===== src/hdl/fxio_pkg.sv =====
/*
 Constants, pin indices and mode codes of the flexible data port.
 Assumes a single 50 MHz core clock; all other rates are enables.
*/
package fxio_pkg;
   // ************
   // Data widths
   // ************
   localparam int FXIO_W = 10;
   localparam logic [9:0] FXIO_MSB_MASK = 10'h200;
   localparam logic [9:0] FXIO_ALL_ONES = 10'h3ff;
   localparam logic [9:0] FXIO_ZERO = 10'h000;

   // ************
   // Bus modes
   // ************
   typedef enum logic [1:0] {
      FXIO_HALF_DUPLEX_PARALLEL = 2'b00,
      FXIO_HALF_DUPLEX_INTERLEAVED = 2'b01,
      FXIO_CLONE = 2'b10,
      FXIO_FULL_DUPLEX = 2'b11
   } fxio_mode_e;

   // Word phase of the interleaved receive output
   typedef enum logic {
      FXIO_PH_A = 1'b0,
      FXIO_PH_B = 1'b1
   } fxio_phase_e;

   // ************
   // Interpolation codes
   // ************
   localparam logic [1:0] FXIO_INTERP_1X = 2'h0;
   localparam logic [1:0] FXIO_INTERP_2X = 2'h1;
   localparam logic [1:0] FXIO_INTERP_4X = 2'h2;

   // ************
   // Synchronised pin indices
   // ************
   localparam int FXIO_PIN_RST = 0;
   localparam int FXIO_PIN_CONV = 1;
   localparam int FXIO_PIN_DIR = 2;
   localparam int FXIO_PIN_WID = 3;
   localparam int FXIO_PIN_CS = 4;
   localparam int FXIO_PIN_DUP = 5;
   localparam int FXIO_PIN_I0 = 6;
   localparam int FXIO_PIN_I1 = 7;
   localparam int FXIO_PIN_LP = 8;
   localparam int FXIO_PIN_RXPD = 9;
   localparam int FXIO_PIN_TXPD = 10;
   localparam int FXIO_PIN_W = 11;

   // Receive clock divider
   localparam int FXIO_DIV_W = 4;
   localparam logic [3:0] FXIO_DIV_RST = 4'h0;
endpackage


===== src/hdl/fxio_flex_port.sv =====
/*
 Half-duplex flexible data port: straps, mode resolution, bus steering,
 latch clock. Assumes pins are asynchronous to ref_clk and the converter
 sample clock is a slow pin sampled here; serial settings are plain ports.
*/
// Functional notes
// - Parallel half-duplex: both buses output when direction low, input when high.
// - Transmit interpolation one, two or four, from straps or serial settings.
// - Parallel transmit takes channel A from upper, B from lower together.
// - Receive converter clock reduced by a programmable divider.
// - Receive drives channel A on lower bus, channel B on upper bus; interleaved sends both on the lower bus.
// - One latch clock output follows whichever path is enabled.
// - Clone mode reachable only through serial settings, never straps.
// - Clone: 20-bit receive word, interleaved 10-bit transmit words.
// - Clone needs two or four times interpolation, never one.
// - Marker high steers to channel A, low to channel B.
// - Clone transmit: one latch clock rising edge per sample.
// - Clone receive: one pair of samples per latch clock cycle.
// - Straps captured on the reset pin rising edge, then held.
// - Receive power-down gates receive clocks and analog circuits.
// - Transmit power-down gates transmit clocks; latch clock keeps running.
// - Low-power strap high selects reduced converter power.
// - Chip-select high at reset enables serial settings, low keeps straps.
// - Without serial settings, duplex strap low selects half duplex.
// - Width strap low selects parallel 20-bit mode.
// - Interpolation straps: 00 one, 01 two, 10 four times.
// - Width strap high selects interleaved 10-bit mode.
// - Chip-select low at reset turns serial pins into strap inputs.
`timescale 1ns/10ps
`default_nettype none
module fxio_flex_port
   import fxio_pkg::*;
#(
   parameter int W = FXIO_W
) (
   // Clock and reset
   input wire logic ref_clk,
   input wire logic srst,
   // Pins and straps
   input wire logic reset_n_pin,
   input wire logic conv_clk_pin,
   input wire logic direction_select_pin,
   input wire logic width_select_pin,
   input wire logic serial_cs_pin,
   input wire logic duplex_select_strap,
   input wire logic interp_factor_bit0,
   input wire logic interp_factor_bit1,
   input wire logic converter_low_power_strap,
   input wire logic rx_power_down_in,
   input wire logic tx_power_down_in,
   // Data buses
   input wire logic [W-1:0] upper_bus_in,
   output logic [W-1:0] upper_bus_out,
   output logic [W-1:0] upper_bus_oe_n,
   input wire logic [W-1:0] lower_bus_in,
   output logic [W-1:0] lower_bus_out,
   output logic [W-1:0] lower_bus_oe_n,
   output logic latch_clock_out_pin,
   // Serial settings
   input wire logic cfg_full_duplex,
   input wire logic cfg_width10,
   input wire logic cfg_clone,
   input wire logic [1:0] cfg_interp,
   input wire logic cfg_out_clk_off,
   input wire logic [FXIO_DIV_W-1:0] cfg_rx_clk_div,
   // Receive samples
   input wire logic [W-1:0] rx_a_data,
   input wire logic [W-1:0] rx_b_data,
   input wire logic rx_valid,
   output logic rx_ready,
   // Transmit samples
   output logic [W-1:0] tx_a_data,
   output logic [W-1:0] tx_b_data,
   output logic tx_valid,
   // Status
   output logic [1:0] active_mode,
   output logic [1:0] interp_factor,
   output logic low_power_mode,
   output logic serial_port_enable,
   output logic cfg_error,
   output logic rx_clk_gate_off,
   output logic rx_analog_off,
   output logic tx_clk_gate_off
);

   // ************
   // Pin synchronisers
   // ************
   logic [FXIO_PIN_W-1:0] pin_vec, pin_s1_r, pin_s2_r;
   logic [W-1:0] up_s1_r, up_s2_r, lo_s1_r, lo_s2_r;

   always_comb begin
      pin_vec = '0;
      pin_vec[FXIO_PIN_RST] = reset_n_pin;
      pin_vec[FXIO_PIN_CONV] = conv_clk_pin;
      pin_vec[FXIO_PIN_DIR] = direction_select_pin;
      pin_vec[FXIO_PIN_WID] = width_select_pin;
      pin_vec[FXIO_PIN_CS] = serial_cs_pin;
      pin_vec[FXIO_PIN_DUP] = duplex_select_strap;
      pin_vec[FXIO_PIN_I0] = interp_factor_bit0;
      pin_vec[FXIO_PIN_I1] = interp_factor_bit1;
      pin_vec[FXIO_PIN_LP] = converter_low_power_strap;
      pin_vec[FXIO_PIN_RXPD] = rx_power_down_in;
      pin_vec[FXIO_PIN_TXPD] = tx_power_down_in;
   end

   always_ff @(posedge ref_clk) begin
      if (srst) begin
         pin_s1_r <= '0;
         pin_s2_r <= '0;
         up_s1_r <= '0;
         up_s2_r <= '0;
         lo_s1_r <= '0;
         lo_s2_r <= '0;
      end else begin
         pin_s1_r <= pin_vec;
         pin_s2_r <= pin_s1_r;
         up_s1_r <= upper_bus_in;
         up_s2_r <= up_s1_r;
         lo_s1_r <= lower_bus_in;
         lo_s2_r <= lo_s1_r;
      end
   end

   // ************
   // Edge detection
   // ************
   logic conv_d_r, rst_d_r;
   logic conv_rise, conv_fall, rst_rise, run, tx_dir, rxpd, txpd;

   always_ff @(posedge ref_clk) begin
      if (srst) begin
         conv_d_r <= 1'b0;
         rst_d_r <= 1'b0;
      end else begin
         conv_d_r <= pin_s2_r[FXIO_PIN_CONV];
         rst_d_r <= pin_s2_r[FXIO_PIN_RST];
      end
   end

   assign conv_rise = pin_s2_r[FXIO_PIN_CONV] & ~conv_d_r;
   assign conv_fall = ~pin_s2_r[FXIO_PIN_CONV] & conv_d_r;
   assign rst_rise = pin_s2_r[FXIO_PIN_RST] & ~rst_d_r;
   assign run = pin_s2_r[FXIO_PIN_RST];
   assign tx_dir = pin_s2_r[FXIO_PIN_DIR];
   assign rxpd = pin_s2_r[FXIO_PIN_RXPD];
   assign txpd = pin_s2_r[FXIO_PIN_TXPD];

   // ************
   // Strap capture
   // ************
   logic cs_r, cs_nxt, dup_r, dup_nxt, wid_r, wid_nxt, lp_r, lp_nxt;
   logic [1:0] istrap_r, istrap_nxt;

   always_comb begin
      cs_nxt = cs_r;
      dup_nxt = dup_r;
      wid_nxt = wid_r;
      lp_nxt = lp_r;
      istrap_nxt = istrap_r;
      if (rst_rise) begin
         cs_nxt = pin_s2_r[FXIO_PIN_CS];
         dup_nxt = pin_s2_r[FXIO_PIN_DUP];
         wid_nxt = pin_s2_r[FXIO_PIN_WID];
         lp_nxt = pin_s2_r[FXIO_PIN_LP];
         istrap_nxt = {pin_s2_r[FXIO_PIN_I1], pin_s2_r[FXIO_PIN_I0]};
      end
   end

   always_ff @(posedge ref_clk) begin
      if (srst) begin
         cs_r <= 1'b0;
         dup_r <= 1'b0;
         wid_r <= 1'b0;
         lp_r <= 1'b0;
         istrap_r <= FXIO_INTERP_1X;
      end else begin
         cs_r <= cs_nxt;
         dup_r <= dup_nxt;
         wid_r <= wid_nxt;
         lp_r <= lp_nxt;
         istrap_r <= istrap_nxt;
      end
   end

   // ************
   // Mode resolution and status
   // ************
   fxio_mode_e mode_r, mode_nxt;
   logic [1:0] interp_r, interp_nxt;
   logic err_r, err_nxt, rxg_r, rxg_nxt, txg_r, txg_nxt;

   always_comb begin
      err_nxt = 1'b0;
      if (cs_r) begin
         interp_nxt = cfg_interp;
         if (cfg_clone) begin
            mode_nxt = FXIO_CLONE;
         end else if (cfg_full_duplex) begin
            mode_nxt = FXIO_FULL_DUPLEX;
         end else begin
            mode_nxt = cfg_width10 ? FXIO_HALF_DUPLEX_INTERLEAVED
                                   : FXIO_HALF_DUPLEX_PARALLEL;
         end
      end else begin
         interp_nxt = istrap_r;
         if (dup_r) begin
            mode_nxt = FXIO_FULL_DUPLEX;
         end else begin
            mode_nxt = wid_r ? FXIO_HALF_DUPLEX_INTERLEAVED
                             : FXIO_HALF_DUPLEX_PARALLEL;
         end
      end
      // reserved code falls back to one times
      if (interp_nxt == 2'h3) begin
         interp_nxt = FXIO_INTERP_1X;
         err_nxt = 1'b1;
      end
      if (mode_nxt != FXIO_HALF_DUPLEX_PARALLEL && interp_nxt == FXIO_INTERP_1X) begin
         interp_nxt = FXIO_INTERP_2X;
         err_nxt = 1'b1;
      end
      rxg_nxt = ~run | rxpd | (tx_dir & (mode_r != FXIO_FULL_DUPLEX));
      txg_nxt = ~run | txpd | (~tx_dir & (mode_r != FXIO_FULL_DUPLEX));
   end

   always_ff @(posedge ref_clk) begin
      if (srst) begin
         mode_r <= FXIO_HALF_DUPLEX_PARALLEL;
         interp_r <= FXIO_INTERP_1X;
         err_r <= 1'b0;
         rxg_r <= 1'b1;
         txg_r <= 1'b1;
      end else begin
         mode_r <= mode_nxt;
         interp_r <= interp_nxt;
         err_r <= err_nxt;
         rxg_r <= rxg_nxt;
         txg_r <= txg_nxt;
      end
   end

   assign active_mode = mode_r;
   assign interp_factor = interp_r;
   assign cfg_error = err_r;
   assign serial_port_enable = cs_r;
   assign low_power_mode = lp_r;
   assign rx_clk_gate_off = rxg_r;
   assign tx_clk_gate_off = txg_r;
   assign rx_analog_off = pin_s2_r[FXIO_PIN_RXPD];

   // ************
   // Receive path
   // ************
   logic [2*W-1:0] buf_data;
   logic buf_valid, buf_pop, rx_act, rx_tick, rx_word, half_dup;
   logic [FXIO_DIV_W-1:0] div_cnt_r, div_cnt_nxt, div_lim;
   fxio_phase_e ph_r, ph_nxt;
   logic [W-1:0] up_out_r, up_out_nxt, lo_out_r, lo_out_nxt;
   logic [W-1:0] up_oe_r, up_oe_nxt, lo_oe_r, lo_oe_nxt;

   // Stall from the drain side holds the word, so no sample is lost
   fxio_pair_buf #(.WIDTH(2*W)) u_buf (
      .clk(ref_clk),
      .srst(srst),
      .in_data({rx_b_data, rx_a_data}),
      .in_valid(rx_valid),
      .in_ready(rx_ready),
      .out_data(buf_data),
      .out_valid(buf_valid),
      .out_ready(buf_pop)
   );

   assign half_dup = run & (mode_r != FXIO_FULL_DUPLEX);
   assign rx_act = half_dup & ~tx_dir & ~rxpd;
   assign div_lim = cs_r ? cfg_rx_clk_div : FXIO_DIV_RST;
   assign rx_tick = rx_act & conv_rise & (div_cnt_r == div_lim);
   assign rx_word = rx_tick & buf_valid;
   assign buf_pop = rx_word & ((mode_r != FXIO_HALF_DUPLEX_INTERLEAVED) | (ph_r == FXIO_PH_B));

   always_comb begin
      div_cnt_nxt = div_cnt_r;
      ph_nxt = ph_r;
      up_out_nxt = up_out_r;
      lo_out_nxt = lo_out_r;
      up_oe_nxt = FXIO_ALL_ONES;
      lo_oe_nxt = FXIO_ALL_ONES;
      if (!rx_act) begin
         div_cnt_nxt = FXIO_DIV_RST;
         ph_nxt = FXIO_PH_A;
      end else begin
         if (conv_rise) begin
            div_cnt_nxt = rx_tick ? FXIO_DIV_RST : div_cnt_r + 1'b1;
         end
         // buses turn to outputs in receive; when interleaved, only the MSB of the upper bus
         lo_oe_nxt = FXIO_ZERO;
         up_oe_nxt = (mode_r == FXIO_HALF_DUPLEX_INTERLEAVED) ? ~FXIO_MSB_MASK : FXIO_ZERO;
      end
      if (rx_word) begin
         case (mode_r)
            FXIO_HALF_DUPLEX_INTERLEAVED: begin
               // Sync bit on upper MSB marks channel B
               if (ph_r == FXIO_PH_A) begin
                  lo_out_nxt = buf_data[W-1:0];
                  up_out_nxt = FXIO_ZERO;
                  ph_nxt = FXIO_PH_B;
               end else begin
                  lo_out_nxt = buf_data[2*W-1:W];
                  up_out_nxt = FXIO_MSB_MASK;
                  ph_nxt = FXIO_PH_A;
               end
            end
            default: begin
               lo_out_nxt = buf_data[W-1:0];
               up_out_nxt = buf_data[2*W-1:W];
            end
         endcase
      end
   end

   always_ff @(posedge ref_clk) begin
      if (srst) begin
         div_cnt_r <= FXIO_DIV_RST;
         ph_r <= FXIO_PH_A;
         up_out_r <= FXIO_ZERO;
         lo_out_r <= FXIO_ZERO;
         up_oe_r <= FXIO_ALL_ONES;
         lo_oe_r <= FXIO_ALL_ONES;
      end else begin
         div_cnt_r <= div_cnt_nxt;
         ph_r <= ph_nxt;
         up_out_r <= up_out_nxt;
         lo_out_r <= lo_out_nxt;
         up_oe_r <= up_oe_nxt;
         lo_oe_r <= lo_oe_nxt;
      end
   end

   assign upper_bus_out = up_out_r;
   assign lower_bus_out = lo_out_r;
   assign upper_bus_oe_n = up_oe_r;
   assign lower_bus_oe_n = lo_oe_r;

   // ************
   // Transmit path
   // ************
   logic tx_act, tx_tick, tx_channel_marker;
   logic [W-1:0] a_hold_r, a_hold_nxt, tx_a_r, tx_a_nxt, tx_b_r, tx_b_nxt;
   logic have_a_r, have_a_nxt, tx_vld_r, tx_vld_nxt;

   assign tx_act = half_dup & tx_dir & ~txpd;
   assign tx_tick = tx_act & conv_rise;
   assign tx_channel_marker = lo_s2_r[W-1];

   always_comb begin
      a_hold_nxt = a_hold_r;
      have_a_nxt = have_a_r & tx_act;
      tx_a_nxt = tx_a_r;
      tx_b_nxt = tx_b_r;
      tx_vld_nxt = 1'b0;
      if (tx_tick) begin
         case (mode_r)
            FXIO_HALF_DUPLEX_PARALLEL: begin
               tx_a_nxt = up_s2_r;
               tx_b_nxt = lo_s2_r;
               tx_vld_nxt = 1'b1;
            end
            default: begin
               if (tx_channel_marker) begin
                  a_hold_nxt = up_s2_r;
                  have_a_nxt = 1'b1;
               end else if (have_a_r) begin
                  tx_a_nxt = a_hold_r;
                  tx_b_nxt = up_s2_r;
                  tx_vld_nxt = 1'b1;
                  have_a_nxt = 1'b0;
               end
            end
         endcase
      end
   end

   always_ff @(posedge ref_clk) begin
      if (srst) begin
         a_hold_r <= FXIO_ZERO;
         have_a_r <= 1'b0;
         tx_a_r <= FXIO_ZERO;
         tx_b_r <= FXIO_ZERO;
         tx_vld_r <= 1'b0;
      end else begin
         a_hold_r <= a_hold_nxt;
         have_a_r <= have_a_nxt;
         tx_a_r <= tx_a_nxt;
         tx_b_r <= tx_b_nxt;
         tx_vld_r <= tx_vld_nxt;
      end
   end

   assign tx_a_data = tx_a_r;
   assign tx_b_data = tx_b_r;
   assign tx_valid = tx_vld_r;

   // ************
   // Latch clock
   // ************
   logic lclk_r, lclk_nxt, lclk_set, tx_clk_run;

   // Keeps running through transmit power-down unless switched off
   assign tx_clk_run = half_dup & tx_dir & ~(cs_r & cfg_out_clk_off);
   // one rise per word or sample
   assign lclk_set = rx_word | (conv_rise & tx_clk_run);

   always_comb begin
      lclk_nxt = lclk_r;
      if (!half_dup) begin
         lclk_nxt = 1'b0;
      end else if (lclk_set) begin
         lclk_nxt = 1'b1;
      end else if (conv_fall) begin
         lclk_nxt = 1'b0;
      end
   end

   always_ff @(posedge ref_clk) begin
      if (srst) begin
         lclk_r <= 1'b0;
      end else begin
         lclk_r <= lclk_nxt;
      end
   end

   assign latch_clock_out_pin = lclk_r;
endmodule // fxio_flex_port
`default_nettype wire


===== src/hdl/fxio_pair_buf.sv =====
/*
 Two-entry valid/ready buffer for receive sample pairs.
 Assumes producer and consumer on the same clock.
*/
`timescale 1ns/10ps
`default_nettype none
module fxio_pair_buf #(
   parameter int WIDTH = 20
) (
   // Clock and reset
   input wire logic clk,
   input wire logic srst,
   // Fill side
   input wire logic [WIDTH-1:0] in_data,
   input wire logic in_valid,
   output logic in_ready,
   // Drain side
   output logic [WIDTH-1:0] out_data,
   output logic out_valid,
   input wire logic out_ready
);
   logic [WIDTH-1:0] mem_r [2];
   logic [WIDTH-1:0] mem_nxt [2];
   logic wr_r, wr_nxt, rd_r, rd_nxt;
   logic [1:0] cnt_r, cnt_nxt;
   logic push, pop;

   assign in_ready = (cnt_r != 2'h2);
   assign out_valid = (cnt_r != 2'h0);
   assign out_data = mem_r[rd_r];
   assign push = in_valid & in_ready;
   assign pop = out_valid & out_ready;

   always_comb begin
      mem_nxt = mem_r;
      wr_nxt = wr_r;
      rd_nxt = rd_r;
      cnt_nxt = cnt_r;
      if (push) begin
         mem_nxt[wr_r] = in_data;
         wr_nxt = ~wr_r;
      end
      if (pop) begin
         rd_nxt = ~rd_r;
      end
      if (push && !pop) begin
         cnt_nxt = cnt_r + 2'h1;
      end else if (pop && !push) begin
         cnt_nxt = cnt_r - 2'h1;
      end
   end

   always_ff @(posedge clk) begin
      if (srst) begin
         mem_r[0] <= '0;
         mem_r[1] <= '0;
         wr_r <= 1'b0;
         rd_r <= 1'b0;
         cnt_r <= 2'h0;
      end else begin
         mem_r <= mem_nxt;
         wr_r <= wr_nxt;
         rd_r <= rd_nxt;
         cnt_r <= cnt_nxt;
      end
   end
endmodule // fxio_pair_buf
`default_nettype wire


===== config.mk =====
export PLATFORM = sky130hd
export DESIGN_NAME = fxio_flex_port
export DESIGN_NICKNAME = d
export VERILOG_FILES = /design/src/hdl/fxio_pkg.sv /design/src/hdl/fxio_flex_port.sv /design/src/hdl/fxio_pair_buf.sv
export SDC_FILE = /design/constraint.sdc
export NUM_CORES = 1
export LEC_CHECK = 0
export BUFFER_PORTS_ARGS = -buffer_cell sky130_fd_sc_hd__buf_2
export CORE_MARGIN = 5
export CORE_UTILIZATION = 45
export DETAILED_ROUTE_END_ITERATION = 8
export GPL_TIMING_DRIVEN = 1
export HOLD_SLACK_MARGIN = 0.12
export PLACE_DENSITY = 0.67
export SLEW_MARGIN = 20
export SYNTH_ARGS = -nofsm -noshare
export SYNTH_HDL_FRONTEND = slang
export SYNTH_SLANG_ARGS = --single-unit

===== constraint.sdc =====
create_clock -name ref_clk -period 7.1 [get_ports ref_clk]
set_clock_uncertainty 0.1 [all_clocks]
set_input_delay 0.71 -clock ref_clk [delete_from_list [all_inputs] [get_ports ref_clk]]
set_output_delay 0.71 -clock ref_clk [all_outputs]
set_load 0.01 [all_outputs]

==> report_table.html <==
<table>
<tr><th>Metric</th><th>Value</th></tr>
<tr><th colspan="2">Critical path</th></tr>
<tr><td>Slowest cell on the critical path</td><td>dfxtp_1</td></tr>
<tr><td>Endpoint class of the critical path</td><td>register</td></tr>
<tr><td>Crit-path max cell delay</td><td>0.66 ns</td></tr>
<tr><td>Kind of cell adding the most delay to the critical path</td><td>simple AND/OR/NAND/NOR gates</td></tr>
<tr><td>Top fanout value on the critical path</td><td>31</td></tr>
<tr><td>Required time of the critical path</td><td>approximately 7.4 ns</td></tr>
<tr><td>Crit Path Category</td><td>reg -&gt; reg</td></tr>
<tr><td>Buffer and inverter count on the worst path</td><td>0</td></tr>
<tr><td>Ordered list of cells on the worst path</td><td>and4bb_1 -&gt; a2bb2oi_2 -&gt; a22o_1 -&gt; nor2_1 -&gt; nand2_1 -&gt; ha_1 -&gt; or3_1 -&gt; a21oi_1</td></tr>
<tr><td>Startpoint type of the worst setup path</td><td>register</td></tr>
<tr><td>Critical path arrival</td><td>approximately 3.1 ns</td></tr>
<tr><th colspan="2">Placed design</th></tr>
<tr><td>Final HPWL DP</td><td>between 10000 and 15000 um</td></tr>
<tr><td>Count of buffers inserted at the top-level ports</td><td>around 140</td></tr>
<tr><td>Gp weighted congestion</td><td>just under 0.8</td></tr>
<tr><th colspan="2">CTS</th></tr>
<tr><td>Clock Path Buffers</td><td>2</td></tr>
<tr><td>Clock insertion delay at the later pin of the skew report</td><td>around 0.43 ns</td></tr>
<tr><td>Library cell used as clock root buffer</td><td>clkbuf_16</td></tr>
<tr><td>Setup fix buffers added after clock tree synthesis</td><td>0</td></tr>
<tr><td>Clock buffers created by TritonCTS</td><td>17</td></tr>
<tr><td>Resized Gates After CTS</td><td>0</td></tr>
<tr><td>Clock input transition at the sequential cells of the worst setup and hold paths</td><td>roughly 0.07 ns</td></tr>
<tr><td>Total clock sinks</td><td>approximately 180</td></tr>
<tr><td>H-tree depth</td><td>4</td></tr>
<tr><td>Number of hold buffers added after CTS</td><td>0</td></tr>
<tr><td>Clock tree from TritonCTS</td><td>built</td></tr>
<tr><th colspan="2">Final layout</th></tr>
<tr><td>Fillcell total</td><td>1415</td></tr>
<tr><td>Final net count</td><td>roughly 940</td></tr>
<tr><td>Area Overhead vs Synth</td><td>18.00%</td></tr>
<tr><td>Most common library cell in the layout ignoring fill and taps</td><td>dfxtp_1</td></tr>
<tr><td>Leading cell types in the layout, fill and taps excluded</td><td>dfxtp_1 (182), nand2_1 (137), buf_2 (135), a21oi_1 (72), nor2b_1 (67)</td></tr>
<tr><td>Number of antenna diodes</td><td>0</td></tr>
<tr><td>Layout cells sized above 1</td><td>21.00%</td></tr>
<tr><th colspan="2">GRT</th></tr>
<tr><td>Sum of overflow across all layers after global routing</td><td>0</td></tr>
<tr><td>Fraction of met1 tracks used by global routing</td><td>between 20% and 30%</td></tr>
<tr><td>Met2 global-route usage</td><td>27.85%</td></tr>
<tr><td>Antenna violations before repair</td><td>1</td></tr>
<tr><td>Vias in the first global route</td><td>~5000</td></tr>
<tr><td>Largest net degree at the start of global routing</td><td>98</td></tr>
<tr><td>Wire length of the first global-routing pass</td><td>25230 um</td></tr>
<tr><td>Aggregate global-route resource usage</td><td>~18%</td></tr>
<tr><td>Met3 GRT Util</td><td>roughly 5.1%</td></tr>
<tr><td>Most congested layer reported by global routing</td><td>met2</td></tr>
<tr><th colspan="2">Detailed routing</th></tr>
<tr><td>Overall via count from detail_route</td><td>approximately 5400</td></tr>
<tr><td>Final routed wire length divided by cell count</td><td>between 10 and 15 um</td></tr>
<tr><td>Wire length after detailed routing</td><td>around 16000 um</td></tr>
<tr><td>Number of DRC violations after detailed routing</td><td>0</td></tr>
<tr><td>Vias per Instance</td><td>5.067</td></tr>
<tr><td>Antenna Violating Nets Remaining</td><td>0</td></tr>
<tr><td>Number of detailed-route iterations in the first pass</td><td>7</td></tr>
<tr><td>Violation count after the first detailed-routing iteration</td><td>about 470</td></tr>
<tr><th colspan="2">Power and ir drop</th></tr>
<tr><td>Power density of the placed cells</td><td>around 270 mW/mm^2</td></tr>
<tr><td>Sequential cell fraction of total power</td><td>about 50%</td></tr>
<tr><td>Relative contribution of the clock network to total power</td><td>43.7%</td></tr>
<tr><td>Leakage power figure</td><td>~3.2 nW</td></tr>
<tr><td>Sw frac</td><td>roughly 25%</td></tr>
<tr><td>Share of power burned in combinational logic</td><td>6.3%</td></tr>
<tr><td>Cell internal pwr</td><td>about 0.0016 W</td></tr>
<tr><td>Maximum vdd drop</td><td>0.1750 mV</td></tr>
<tr><td>Power spent charging and discharging nets</td><td>0.0005324 W</td></tr>
<tr><th colspan="2">Die</th></tr>
<tr><td>Number of rows created at floorplan</td><td>45</td></tr>
<tr><td>Horizontal die dimension</td><td>between 100 and 150 um</td></tr>
<tr><td>Core Box Area</td><td>about 0.015 mm^2</td></tr>
<tr><td>Number of I/O pins</td><td>between 100 and 150</td></tr>
<tr><td>Initial core utilization</td><td>between 40% and 50%</td></tr>
<tr><td>Total die area</td><td>around 0.018 mm^2</td></tr>
<tr><td>Die Height</td><td>between 100 and 150 um</td></tr>
<tr><th colspan="2">Timing</th></tr>
<tr><td>Final hold slack</td><td>0.3279 ns</td></tr>
<tr><td>Final hold violation count</td><td>0</td></tr>
<tr><td>Final clock period utilization by the worst path</td><td>40.51%</td></tr>
<tr><td>Slew @ Worst Pin</td><td>0.9650 ns</td></tr>
<tr><td>Max_slew headroom</td><td>a little over a third</td></tr>
<tr><td>Min cycle time layout</td><td>between 2 and 3 ns</td></tr>
<tr><td>Setup violations, final</td><td>0</td></tr>
<tr><td>Aggregate negative setup slack</td><td>0 ns</td></tr>
<tr><td>Max frequency</td><td>347.7 MHz</td></tr>
<tr><td>Pins Over Slew Limit</td><td>0</td></tr>
<tr><td>RSZ-0062 raised after global routing</td><td>no</td></tr>
<tr><th colspan="2">Yosys</th></tr>
<tr><td>Ys Warns</td><td>0</td></tr>
<tr><td>Sequential fraction of the synthesis area</td><td>between 50% and 60%</td></tr>
<tr><td>Syn_area_per_cell</td><td>between 8 and 9 um^2</td></tr>
<tr><td>Number of instances in the synthesized netlist</td><td>~780</td></tr>
<tr><td>Count of cell types in the netlist</td><td>40</td></tr>
<tr><td>Flip-flop and latch count after synthesis</td><td>approximately 180</td></tr>
<tr><td>Total nets after synthesis</td><td>about 850</td></tr>
<tr><td>Summed instance area of the synthesized netlist</td><td>a little under 0.007 mm^2</td></tr>
<tr><th colspan="2">Hold path</th></tr>
<tr><td>Class of the most critical hold timing path</td><td>reg -&gt; reg</td></tr>
<tr><th colspan="2">Outcome</th></tr>
<tr><td>Outcome</td><td>finished, final reports clean</td></tr>
<tr><th colspan="2">Run</th></tr>
<tr><td>Max capacitance violation total</td><td>0</td></tr>
</table>
==> cell usage after synthesis <==
master     instances  area share (%)
nand4b_1           2            0.25
o211a_1            1            0.15
nand2b_1           3            0.27
buf_6              1            0.16
a21oi_1           72             5.2
o21ai_0           47             3.4
nand3_1           25             1.8
nor3_1             5            0.36
or4b_1             1            0.15
mux2i_1           39             5.7
a311oi_1          20             2.5
o2111ai_1          1            0.13
nor4_1             2            0.18
a2bb2oi_2          2            0.44
a221oi_2           1            0.22
a22o_1             1            0.13
clkbuf_1          43             2.3
or4_1              1            0.11
dfxtp_1          182              53
a211o_1            1            0.13
nor2b_1           67             6.1
and3b_1            1            0.13
a211oi_1           1            0.11
o41ai_1            1            0.13
inv_1              9            0.49
buf_4             18             2.0
buf_2              8            0.58
and4bb_1           2            0.36
and3_1             1           0.091
nand2_1          137             7.5
or2_2              3            0.27
o31ai_1            1            0.11
nand3b_1           1            0.11
or3_1              3            0.27
o21a_1             1            0.11
ha_1               5            0.91
xor2_1             4            0.51
nor2_1            59             3.2
a31oi_1            3            0.27
buf_1              1           0.055
==> worst reg2reg max path, stage by stage (launching register included) <==
cell       delay (ns)
dfxtp_1          0.66
and4bb_1         0.30
a2bb2oi_2        0.08
a22o_1           0.53
nor2_1           0.22
nand2_1          0.07
ha_1             0.33
or3_1            0.37
a21oi_1          0.14
==> final timing paths <==
path / slack [ns] / cells past startpoint / end / from
setup / recovery: 4.22 / 8 / u_buf.cnt_r[1] / serial_port_enable
hold / removal: 0.33 / 1 / pin_s2_r[8] / pin_s1_r[8]
setup reg to reg: 4.22 / 8 / u_buf.cnt_r[1] / serial_port_enable
hold reg to reg: 0.33 / 1 / pin_s2_r[8] / pin_s1_r[8]
==> through the flow <==
| step | power, W | instance area (um^2) | util (%) | instances | setup slack (ns) |
|---|---|---|---|---|---|
| 2_1_floorplan | 0.001188 | 6875 | - | 776 | 4.456 |
| 3_3_place_gp | 0.001234 | 7516 | 49.81 | 1037 | 4.030 |
| 3_5_place_dp | 0.001237 | 7516 | 49.81 | 1037 | 3.986 |
| 4_1_cts | 0.002172 | 8113 | 53.76 | 1069 | 4.250 |
| 5_1_grt | 0.002234 | 8113 | 53.76 | 1069 | 3.906 |
| 6_report | 0.002152 | 8113 | 53.76 | 1069 | 4.224 |
==> final cells by class <==
cell class	instances	area, um^2	area share, %
Timing Repair Buffer	144	743.2	9.161
Inverter	9	33.78	0.4164
Sequential cell	182	3643	44.91
Clock buffer	18	439.2	5.413
Multi-Input combinational cell	514	2860	35.26
Tap cell	188	235.2	2.899
Clock inverter	14	157.7	1.943
==> registers in the layout (all words and copies together), names as in the netlist, 4 cells and up <==
name / cells
a_hold_r: 10
div_cnt_r: 4
lo_s1_r: 10
lo_s2_r: 10
lower_bus_out: 10
pin_s1_r: 11
pin_s2_r: 11
tx_a_data: 10
tx_b_data: 10
u_buf.mem_r: 40
up_s1_r: 10
up_s2_r: 10
upper_bus_out: 10
==> power by group through the flow <==
stage / Clock (W) / Sequential [W] / Combinational (W)
floorplan: 0 / 0.00109 / 0.0000930
global placement: 0 / 0.00110 / 0.000135
detailed placement: 0 / 0.00110 / 0.000137
CTS: 0.000959 / 0.00108 / 0.000137
global route: 0.00100 / 0.00108 / 0.000153
finish: 0.000940 / 0.00108 / 0.000136
==> cell families (layout without fill, tap and decap cells) <==
kind of cell | after synthesis | after routing | synth area share [%]
buffers and inverters | 80 | 185 | 5.605
XOR/XNOR | 4 | 4 | 0.5095
AND/OR/NAND/NOR | 313 | 313 | 21.18
AO/OA/AOI/OAI | 153 | 153 | 13.12
flip-flops | 182 | 182 | 52.99
adder cells (fa/ha/maj) | 5 | 5 | 0.9099
multiplexers | 39 | 39 | 5.678
==> per-layer routing <==
layer / part of all wire [%] / up-vias
met5: 0.083 / -
met4: 1.6 / 2
met3: 6.6 / 21
li1: - / 2775
met2: 47 / 147
met1: 44 / 2472
Power figures use the tool's default switching activity.
